### src/verilog/obc_pkg.sv
// Purpose: Shared constants for the configuration byte decoder
// Assumes: Two 8-bit non-volatile configuration bytes
// Notes:   Field positions, defaults and cycle counts
package obc_pkg;
    // Byte 0 field positions
    localparam int B0_HALT_RST  = 7;
    localparam int B0_WDOG_SOFT = 6;
    localparam int B0_PROT_N    = 0;
    // Byte 1 field positions
    localparam int B1_PKG       = 7;
    localparam int B1_RST_LEN   = 6;
    localparam int B1_SRC_HI    = 5;
    localparam int B1_SRC_LO    = 4;
    localparam int B1_RNG_HI    = 3;
    localparam int B1_RNG_LO    = 1;
    localparam int B1_PLL_OFF   = 0;
    // Erased content and shipped defaults
    localparam logic [7:0] ERASED_BYTE = 8'hFF;
    localparam logic [7:0] DFLT_BYTE0  = 8'hFF;
    localparam logic [7:0] DFLT_BYTE1  = 8'hEF;
    // Reset-phase cycle counts
    localparam logic [12:0] RST_CYC_LONG  = 13'h1000;
    localparam logic [12:0] RST_CYC_SHORT = 13'h0100;
    // Clock source encodings
    typedef enum logic [1:0]
    {
        SRC_RESONATOR = 2'b00,
        SRC_RESERVED  = 2'b01,
        SRC_INT_RC    = 2'b10,
        SRC_EXTERNAL  = 2'b11
    } obc_src_t;
    // Frequency range encodings
    localparam logic [2:0] RANGE_1_2MHZ  = 3'h0;
    localparam logic [2:0] RANGE_2_4MHZ  = 3'h1;
    localparam logic [2:0] RANGE_4_8MHZ  = 3'h2;
    localparam logic [2:0] RANGE_8_16MHZ = 3'h3;
    // Loader sequencer
    typedef enum logic [1:0]
    {
        LD_IDLE  = 2'b00,
        LD_WIPE  = 2'b01,
        LD_DONE  = 2'b10
    } obc_ld_t;
endpackage

### src/verilog/obc_store.sv
// Purpose: Non-volatile store model for the two configuration bytes
// Assumes: Access only while in programming mode
// Notes:   Erase returns both bytes to all ones
`timescale 1ns/100ps
`default_nettype none
module obc_store
(
    input  wire logic       clk,
    input  wire logic       resetn,
    input  wire logic       prog_mode,
    input  wire logic       wr_en,
    input  wire logic       erase,
    input  wire logic       sel,
    input  wire logic [7:0] wr_data,
    output logic      [7:0] rd_data,
    output logic      [7:0] byte0,
    output logic      [7:0] byte1
);
    import obc_pkg::*;

    logic [7:0] mem_r [2];
    wire        wr_ok = prog_mode & wr_en & ~erase;

    // Storage keeps shipped defaults out of reset; erase wins over write
    always_ff @(posedge clk or negedge resetn)
    begin
        if (!resetn)
        begin
            mem_r[0] <= DFLT_BYTE0;
            mem_r[1] <= DFLT_BYTE1;
        end
        else if (prog_mode && erase)
        begin
            mem_r[0] <= ERASED_BYTE;
            mem_r[1] <= ERASED_BYTE;
        end
        else if (wr_ok)
        begin
            mem_r[sel] <= wr_data;
        end
    end

    // Read port only answers in programming mode
    always_ff @(posedge clk or negedge resetn)
    begin
        if (!resetn)
            rd_data <= 8'h00;
        else
            rd_data <= prog_mode ? mem_r[sel] : 8'h00;
    end

    assign byte0 = mem_r[0];
    assign byte1 = mem_r[1];
endmodule // obc_store
`default_nettype wire

### src/verilog/obc_decode.sv
// Purpose: Decode configuration bytes into device-wide settings
// Assumes: 10 MHz clk, resetn async active low, rom_part is a strap
// Notes:   Settings latch once after reset release and then hold
// Function
// - Halt with active watchdog resets when byte0 bit7 is one
// - Byte0 bit6 zero makes watchdog always on; one lets software
// - Byte0 bit0 zero protects: block memory read-out and flash writes
// - Erasing bytes while protected wipes user memory first
// - Bytes unmapped; reachable only in programming mode
// - Blank content reads all ones; defaults all ones but source bit4
// - Flash parts ship with internal RC as clock source
// - Byte1 bit7 one means 44/48 pin package, zero 32 pin
// - Unbonded pads come up as pulled-up inputs after reset
// - Byte1 bit6 picks 4096 or 256 cycle reset and halt exit
// - Byte1 bits 5:4 pick resonator, reserved, RC or external clock
// - Byte1 bits 3:1 pick frequency range or resonator drive
// - Byte1 bit0 zero enables the x2 PLL
// - ROM parts fix values; protect bit polarity inverted
`timescale 1ns/100ps
`default_nettype none
module obc_decode
#(
    parameter logic [7:0] ROM_BYTE0 = 8'hFF,
    parameter logic [7:0] ROM_BYTE1 = 8'hEF,
    parameter int         PADS      = 8
)
(
    input  wire logic                  clk,
    input  wire logic                  resetn,
    input  wire logic                  rom_part,
    input  wire logic                  prog_mode,
    input  wire logic                  cfg_wr_en,
    input  wire logic                  cfg_erase,
    input  wire logic                  cfg_sel,
    input  wire logic [7:0]            cfg_wr_data,
    input  wire logic                  wipe_done,
    input  wire logic                  halt_entry,
    input  wire logic                  wdog_active,
    input  wire logic [PADS-1:0]       pad_bonded,
    output logic      [7:0]            cfg_rd_data,
    output logic                       user_mem_wipe,
    output logic                       wdog_reset_on_halt,
    output logic                       wdog_soft_select,
    output logic                       wdog_hw_enable,
    output logic                       halt_reset,
    output logic                       readout_protect,
    output logic                       flash_write_block,
    output logic                       package_select,
    output logic                       reset_cycle_select,
    output logic      [12:0]           reset_cycles,
    output obc_pkg::obc_src_t          clock_source_type,
    output logic      [2:0]            freq_range_select,
    output logic                       pll_enable,
    output logic                       cfg_invalid,
    output logic      [PADS-1:0]       pad_pullup_in,
    output logic                       settings_valid
);
    import obc_pkg::*;

    logic [7:0]  nv_b0;
    logic [7:0]  nv_b1;
    logic [7:0]  hold0_r;
    logic [7:0]  hold1_r;
    logic        strap_s1_r;
    logic        strap_s2_r;
    logic        rom_r;
    logic        valid_r;
    logic [1:0]  settle_r;
    obc_ld_t     ld_r;
    obc_ld_t     ld_nxt;
    logic [7:0]  fwd_wr_data;

    // Strap passes two flops before use
    always_ff @(posedge clk or negedge resetn)
    begin
        if (!resetn)
        begin
            strap_s1_r <= 1'b0;
            strap_s2_r <= 1'b0;
        end
        else
        begin
            strap_s1_r <= rom_part;
            strap_s2_r <= strap_s1_r;
        end
    end

    // Erase while protected is held back until the user memory is wiped
    wire prot_now  = (nv_b0[B0_PROT_N] == 1'b0) & ~rom_r;
    wire erase_req = prog_mode & cfg_erase & ~rom_r;
    wire store_ers = (ld_r == LD_WIPE) & wipe_done;
    wire store_wr  = prog_mode & cfg_wr_en & ~rom_r & ~cfg_erase
                     & (ld_r == LD_IDLE);

    always_comb
    begin
        ld_nxt = ld_r;
        unique case (ld_r)
            LD_IDLE: if (erase_req)
                         ld_nxt = prot_now ? LD_WIPE : LD_DONE;
            LD_WIPE: if (wipe_done)
                         ld_nxt = LD_DONE;
            LD_DONE: if (!cfg_erase)
                         ld_nxt = LD_IDLE;
            default: ld_nxt = LD_IDLE;
        endcase
    end

    always_ff @(posedge clk or negedge resetn)
    begin
        if (!resetn)
            ld_r <= LD_IDLE;
        else
            ld_r <= ld_nxt;
    end

    assign user_mem_wipe = (ld_r == LD_WIPE);
    assign fwd_wr_data   = cfg_wr_data;

    // Unprotected erase goes straight through; protected waits for wipe
    wire blank_req = store_ers | (erase_req & ~prot_now & (ld_r == LD_IDLE));

    obc_store u_store
    (
        .clk       (clk),
        .resetn    (resetn),
        .prog_mode (prog_mode),
        .wr_en     (store_wr),
        .erase     (blank_req),
        .sel       (cfg_sel),
        .wr_data   (fwd_wr_data),
        .rd_data   (cfg_rd_data),
        .byte0     (nv_b0),
        .byte1     (nv_b1)
    );

    // Capture waits two edges so the strap has crossed both flops;
    // capturing earlier would always see the reset value of the strap
    always_ff @(posedge clk or negedge resetn)
    begin
        if (!resetn)
            settle_r <= 2'h0;
        else if (!settle_r[1])
            settle_r <= settle_r + 2'h1;
    end
    wire capture = settle_r[1] & ~valid_r;

    // Capture after release; ROM parts take fixed values, protect inverted
    wire [7:0] rom_b0 = ROM_BYTE0 ^ 8'h01;
    always_ff @(posedge clk or negedge resetn)
    begin
        if (!resetn)
        begin
            hold0_r <= DFLT_BYTE0;
            hold1_r <= DFLT_BYTE1;
            rom_r   <= 1'b0;
            valid_r <= 1'b0;
        end
        else if (capture)
        begin
            rom_r   <= strap_s2_r;
            hold0_r <= strap_s2_r ? rom_b0 : nv_b0;
            hold1_r <= strap_s2_r ? ROM_BYTE1 : nv_b1;
            valid_r <= 1'b1;
        end
    end

    // Byte 0 decoding
    assign wdog_reset_on_halt = hold0_r[B0_HALT_RST];
    assign wdog_soft_select   = hold0_r[B0_WDOG_SOFT];
    assign wdog_hw_enable     = ~hold0_r[B0_WDOG_SOFT];
    assign halt_reset = halt_entry & wdog_active & wdog_reset_on_halt;
    assign readout_protect    = ~hold0_r[B0_PROT_N];
    assign flash_write_block  = readout_protect;

    // Byte 1 decoding
    assign package_select     = hold1_r[B1_PKG];
    assign reset_cycle_select = hold1_r[B1_RST_LEN];
    assign reset_cycles = reset_cycle_select ? RST_CYC_SHORT
                                             : RST_CYC_LONG;
    assign clock_source_type =
        obc_src_t'(hold1_r[B1_SRC_HI:B1_SRC_LO]);
    assign freq_range_select = hold1_r[B1_RNG_HI:B1_RNG_LO];
    assign pll_enable        = ~hold1_r[B1_PLL_OFF];

    // Flags combinations the far side must avoid; settings still apply
    assign cfg_invalid = pll_enable &
        ((clock_source_type == SRC_EXTERNAL) & ~rom_r
         | (clock_source_type == SRC_INT_RC)
         | (freq_range_select != RANGE_2_4MHZ))
        | (clock_source_type == SRC_RESERVED);

    // Unbonded pads held as pulled-up inputs
    assign pad_pullup_in  = ~pad_bonded;
    assign settings_valid = valid_r;

    // Checks
    a_halt_reset: assert property (@(posedge clk) disable iff (!resetn)
        halt_reset == (halt_entry & wdog_active & hold0_r[7]))
        else $error("halt reset mismatch");
    a_wdog_type: assert property (@(posedge clk) disable iff (!resetn)
        wdog_hw_enable != wdog_soft_select)
        else $error("watchdog type mismatch");
    a_protect_block: assert property (@(posedge clk) disable iff (!resetn)
        readout_protect |-> flash_write_block)
        else $error("protect without write block");
    a_wipe_first: assert property (@(posedge clk) disable iff (!resetn)
        (ld_r == LD_IDLE && erase_req && prot_now) |=> user_mem_wipe
        && nv_b0 == $past(nv_b0))
        else $error("erase before wipe");
    a_prog_only: assert property (@(posedge clk) disable iff (!resetn)
        !prog_mode |=> $stable(nv_b0) && $stable(nv_b1))
        else $error("write outside programming mode");
    a_reset_cycles: assert property (@(posedge clk) disable iff (!resetn)
        reset_cycles == (hold1_r[6] ? 13'h0100 : 13'h1000))
        else $error("reset cycle count wrong");
    a_settings_hold: assert property (@(posedge clk) disable iff (!resetn)
        valid_r |=> $stable(hold0_r) && $stable(hold1_r))
        else $error("settings changed after capture");
    a_valid_once: assert property (@(posedge clk) disable iff (!resetn)
        (settle_r[1] && !valid_r) |=> valid_r)
        else $error("capture late");
    a_no_early: assert property (@(posedge clk) disable iff (!resetn)
        !settle_r[1] |-> !valid_r)
        else $error("capture before strap settled");
    a_pll_decode: assert property (@(posedge clk) disable iff (!resetn)
        pll_enable == !hold1_r[0])
        else $error("pll decode wrong");
    c_wipe: cover property (@(posedge clk) user_mem_wipe ##1 !user_mem_wipe);
    c_halt: cover property (@(posedge clk) halt_reset);
    c_rom: cover property (@(posedge clk) valid_r && rom_r);
    c_bad: cover property (@(posedge clk) cfg_invalid);
endmodule // obc_decode
`default_nettype wire

### config.mk
export PLATFORM = sky130hd
export DESIGN_NAME = obc_decode
export DESIGN_NICKNAME = d
export VERILOG_FILES = /design/src/verilog/obc_pkg.sv /design/src/verilog/obc_store.sv /design/src/verilog/obc_decode.sv
export SDC_FILE = /design/constraint.sdc
export NUM_CORES = 1
export LEC_CHECK = 0
export BUFFER_PORTS_ARGS = -buffer_cell sky130_fd_sc_hd__buf_2
export CELL_PAD_IN_SITES_DETAIL_PLACEMENT = 1
export CELL_PAD_IN_SITES_GLOBAL_PLACEMENT = 1
export CORE_UTILIZATION = 41
export CTS_CLUSTER_DIAMETER = 30
export CTS_CLUSTER_SIZE = 8
export DETAILED_ROUTE_END_ITERATION = 10
export PLACE_DENSITY = 0.88
export SETUP_SLACK_MARGIN = 0.4
export SYNTH_ARGS = -nofsm -noshare
export SYNTH_HDL_FRONTEND = slang
export SYNTH_HIERARCHICAL = 1
export SYNTH_SLANG_ARGS = --single-unit
### constraint.sdc
create_clock -name clk -period 2.7 [get_ports clk]
set_clock_uncertainty 0.2 [all_clocks]
set_input_delay 0.54 -clock clk [delete_from_list [all_inputs] [get_ports clk]]
set_output_delay 0.54 -clock clk [all_outputs]
set_load 0.01 [all_outputs]
After elaboration in Yosys (flattened, before gate mapping):

Index checks and enable logic that the tools add are counted.

* register bits after elaboration: 48
* output and inout port bits: 46

* $add $sub $neg: 1
* order comparisons: 2
* eq/ne operators: 9
* multiplexer cells: 18
* bitwise gates (word level): 32
* reduce and logical (&&, ||, !) cells: 5

Operators by type and width (number)
* $mux 8: 7
* $mux 16: 2
* $and 1x1->1: 17
* $bwmux 16: 1
* $mux 13: 1
* $mux 2: 5
* $not 1->1: 9
* $demux 8 s1: 1
* $not 8->8: 1
* $eq 2x2->1 const B: 3
* $ne 2x2->1 const B: 3
* $pmux 2 s3: 1
* $eq 2x1->1 const B: 2
* $or 1x1->1: 4
* $ne 3x1->1 const B: 1
* $reduce_and 3->1: 1
* $add 2x1->2 const B: 1
* $ge 2x2->1 const B: 1
* $logic_and 1x1->1: 2
* $logic_not 2->1: 1
* $lt 2x1->1 const B: 1
* $not 1->2: 1
* $reduce_bool 2->1: 1

Longest topological paths before layout:

* depth in word-level cells: 10
* gate-level depth with buffers: 7

Cells and area by module:

Netlist, hierarchy kept.

Modules (own cells, without submodules)
* obc_store: times used 1, cells each 110, area an instance 1216.2 µm², seq. area each 619.3 µm²
* obc_decode: times used 1, cells each 109, area an instance 1043.5 µm², seq. area each 488.0 µm²

Least setup slack after synthesis:

OpenSTA, ideal clock, no wires.

* path type: input to register
* from: in prog_mode
* to: reg u_store.mem_r (netlist bit u_store/byte0[1])
* setup time: 81 ps
* data arrival time: 1640 ps
* data required time: 2419 ps
* setup slack: 779 ps
* stages: 6
* path buffers: 1
* path through: nor2b_1 nand4b_1 a21oi_1 clkbuf_1 nor3_1 a211oi_2

* cells in the longest elaborated chain, start to end: 8

RTL lines
* start, declared: RTL line obc_decode.sv:31 `input wire logic prog_mode,`
* $and 1x1->1 (*) (2 in series): RTL line obc_decode.sv:90 `wire erase_req = prog_mode & cfg_erase & ~rom_r;`
* $and 1x1->1 (*) (2 in series): RTL line obc_decode.sv:121 `wire blank_req = store_ers | (erase_req & ~prot_now & (ld_r == LD_IDLE));`
* $or 1x1->1 (*): RTL line obc_decode.sv:121
* named net blank_req: RTL line obc_decode.sv:121
* $not 1->1: RTL line obc_store.sv:22 `wire wr_ok = prog_mode & wr_en & ~erase;`
* $and 1x1->1: RTL line obc_store.sv:22
* $reduce_bool 2->1 (no line)
* end signal, assigned by index: RTL line obc_store.sv:39 `mem_r[sel] <= wr_data;`
* end, declared: RTL line obc_store.sv:21 `logic [7:0] mem_r [2];`

The timed path passes the listed nets; every way through them passes the cells marked *.
A chain may end at the register's enable or synchronous reset.

Final worst setup path:

* from: reg hold1_r[1]
* to: out cfg_invalid

* cells in the longest elaborated chain, start to end: 4

RTL lines
* start, declared: RTL line obc_decode.sv:63 `logic [7:0] hold1_r;`
* start signal, assigned: RTL line obc_decode.sv:163 `hold1_r <= strap_s2_r ? ROM_BYTE1 : nv_b1;`
* $ne 3x1->1: RTL line obc_decode.sv:190 `| (freq_range_select != RANGE_2_4MHZ))`
* $or 1x1->1: RTL line obc_decode.sv:190
* $and 1x1->1: RTL line obc_decode.sv:187 `assign cfg_invalid = pll_enable &`
* $or 1x1->1: RTL line obc_decode.sv:191 `| (clock_source_type == SRC_RESERVED);`
* end, declared: RTL line obc_decode.sv:54 `output logic cfg_invalid,`

No other way between the ends.

==> flow_metrics.env <==
export IMPL_status="finished, final reports clean"
export IMPL_sequential_cell_area_sq_um=1110
export IMPL_cts_resized=0
export IMPL_finalSetupViolCount=0
export IMPL_period_needed_ns=2.04
export IMPL_drv_slew=0
export IMPL_synth_edf_count=0
export IMPL_hpwl_mm=3.53
export IMPL_rows=26
export IMPL_route_detailed_drc=0
export IMPL_synth_top_area_share=0.291
export IMPL_postCtsSetupRepairBufs=0
export IMPL_drtPass1Iterations=2
export IMPL_syn_area_sq_um=2260
export IMPL_min_path_type="register to register"
export IMPL_synth_avg_cell_area_sq_um=10.3
export IMPL_irDropWorstVdd_mv=0.226
export IMPL_final_core_util=0.493
export IMPL_synth_largest_area_cell="dfstp_2"
export IMPL_yosysSeqAreaShare=0.490
export IMPL_synth_area_leaders="dfstp_2, dfrtp_1, a211oi_2"
export IMPL_grt_util_met3=0.0311
export IMPL_critPathLaunch="hold1_r[1]"
export IMPL_hold_start="strap_s1_r"
export IMPL_wire_per_inst_um=14.6
export IMPL_crit_chain="nor4b_1, o21ai_0, buf_2"
export IMPL_synthDistinctLibCells=31
export IMPL_synthTopCellsByCount="nor2_1, dfstp_2, buf_4"
export IMPL_crit_family="flip-flops"
export IMPL_synth_seq_cells=43
export IMPL_htree_levels=2
export IMPL_root_buffer="clkbuf_8"
export IMPL_cp_num_buf_inv=1
export IMPL_die_x_um=76.2
export IMPL_setup_tns_ns=0
export IMPL_grt_use_total=0.184
export IMPL_routed_wirelength_mm=4.94
export IMPL_antenna_found_initial=0
export IMPL_required_ns=1.96
export IMPL_gr_max_usage_layer="met2"
export IMPL_netlist_instances=219
export IMPL_cts_buffers=5
export IMPL_hold_viol=0
export IMPL_p_per_area_nw_per_um2=588
export IMPL_cts_max_path_buffers=2
export IMPL_synth_warnings=6
export IMPL_crit_type="register to primary output"
export IMPL_grt_pass1_vias=1717
export IMPL_finalCritPeriodShare=0.755
export IMPL_fmax_mhz=490
export IMPL_final_nets=294
export IMPL_clock_latency_ns=0.29
export IMPL_syn_to_final_growth_pct=13.5
export IMPL_critical_path_slowest_cell="dfstp_2"
export IMPL_grtUsageMet1=0.222
export IMPL_grt_pass1_wl_mm=8.41
export IMPL_ant_nets=0
export IMPL_met2_usage=0.331
export IMPL_arrival_ns=1.30
export IMPL_synth_main_ff_cell="dfstp_2"
export IMPL_clkSinkCount=43
export IMPL_path_clk_slew_ns=0.08
export IMPL_die_y_um=76.2
export IMPL_io_pins=72
export IMPL_power_mw=1.51
export IMPL_vias_per_cell=4.84
export IMPL_max_stage_delay_ns=0.54
export IMPL_critPathLaunchType="register"
export IMPL_tightest_slew_ns=0.956
export IMPL_nFillCells=639
export IMPL_cts_tree="done"
export IMPL_place_congestion=0.780
export IMPL_ys_async_sr_fraction=1.00
export IMPL_path_max_fanout=3
export IMPL_layout_drive_gt1_share=0.465
export IMPL_leakage_nw=1.21
export IMPL_maxCapViolations=0
export IMPL_initial_core_util=0.434
export IMPL_maxSlewHeadroom=0.363
export IMPL_synthMostInstantiatedCell="nor2_1"
export IMPL_vias=1640
export IMPL_rsz0062_at_grt="no"
export IMPL_hold_buffers=0
export IMPL_r2r_start="rom_r"
export IMPL_die_area_sq_um=5810
export IMPL_grt_overflow=0
export IMPL_end_kind="primary output"
export IMPL_grt_max_degree=44
export IMPL_port_buffers=60
export IMPL_drt_iter0_markers=73
export IMPL_diodes=0
export IMPL_multi_input_area_sq_um=911
export IMPL_coreArea_sq_um=5200
state kept, by name, indices dropped and copies added (netlist names):
register         flops
u_store/byte0        8
u_store/byte1        8
strap_s2_r           1
hold0_r              3
settings_valid       1
settle_r             2
ld_r                 2
rom_r                1
hold1_r              8
u_store/rd_data      8
strap_s1_r           1
worst reg2reg max path: stages (launching register included):
cell and delay, ns:
dfrtp_1 0.43, nor2b_1 0.22, and4b_1 0.26, nor2b_1 0.36
buf_4 0.22, nor3_1 0.06, a211oi_2 0.16
layout make-up:
class | count | area share
multi-input cells | 143 | 0.355
clock inverters | 1 | 0.00195
well taps | 70 | 0.0341
repair buffers | 63 | 0.126
inverters | 12 | 0.0176
flip-flops and latches | 43 | 0.432
clock buffers | 7 | 0.0337
report_power, final:
| group | switching [mW] | internal (mW) | leakage (nW) |
|---|---|---|---|
| logic | 0.169 | 0.121 | 0.671 |
| clock network | 0.207 | 0.206 | 0.0482 |
| registers | 0.0626 | 0.741 | 0.491 |
| total | 0.438 | 1.07 | 1.21 |
metal layers:
| layer | vias up | wire length (um) |
|---|---|---|
| met3 | 6 | 191 |
| li1 | 802 | - |
| met5 | - | 0 |
| met4 | 0 | 58 |
| met2 | 45 | 2580 |
| met1 | 787 | 2100 |
path summary, 6_finish.rpt:
kind                            slack (ns)  depth (start not counted)                 end
worst max-delay path                  0.66                          3         cfg_invalid
worst min-delay path                  0.15                          0          strap_s2_r
worst max register to register        0.72                          6    u_store/byte0[5]
worst min register to register        0.15                          0          strap_s2_r
max in group asynchronous             1.51                          1  u_store/rd_data[6]
min in group asynchronous             0.20                          1         settle_r[1]
layout by cell type, fill, tap and decap left out, types with 2 or more instances in the layout:
cell      instances
a211oi_2         16
a21oi_1           5
and3_1            2
buf_2            60
buf_4             3
clkbuf_8          6
conb_1           11
dfrtp_1          18
dfstp_2          25
inv_1            12
mux2i_1           8
nand2_1          11
nand2b_1          3
nor2_1           32
nor2b_1          12
nor3_1           18
o21ai_0           4
o21ai_2           8
or2_2             2
cell families (layout without fill, tap and decap cells):
logic type             after synthesis  after routing  share of synthesized area
multiplexers                         9              9                     0.0421
flip-flops                          43             43                      0.490
buffers and inverters               43             83                      0.123
XOR/XNOR                             1              1                    0.00388
AO/OA/AOI/OAI                       33             33                      0.140
AND/OR/NAND/NOR                     89             89                      0.199
other                                1             11                    0.00166
stage by stage:
step	area, sq um	worst slack (ns)	instances	hold slack [ns]
6_report	2560	0.661	339	0.153
4_1_cts	2560	0.646	339	0.143
2_1_floorplan	2300	0.779	229	0.0444
3_5_place_dp	2470	0.593	331	0.145
5_1_grt	2560	0.551	339	0.139
3_3_place_gp	2470	0.688	331	0.137
(Power assumes the default switching activity.)
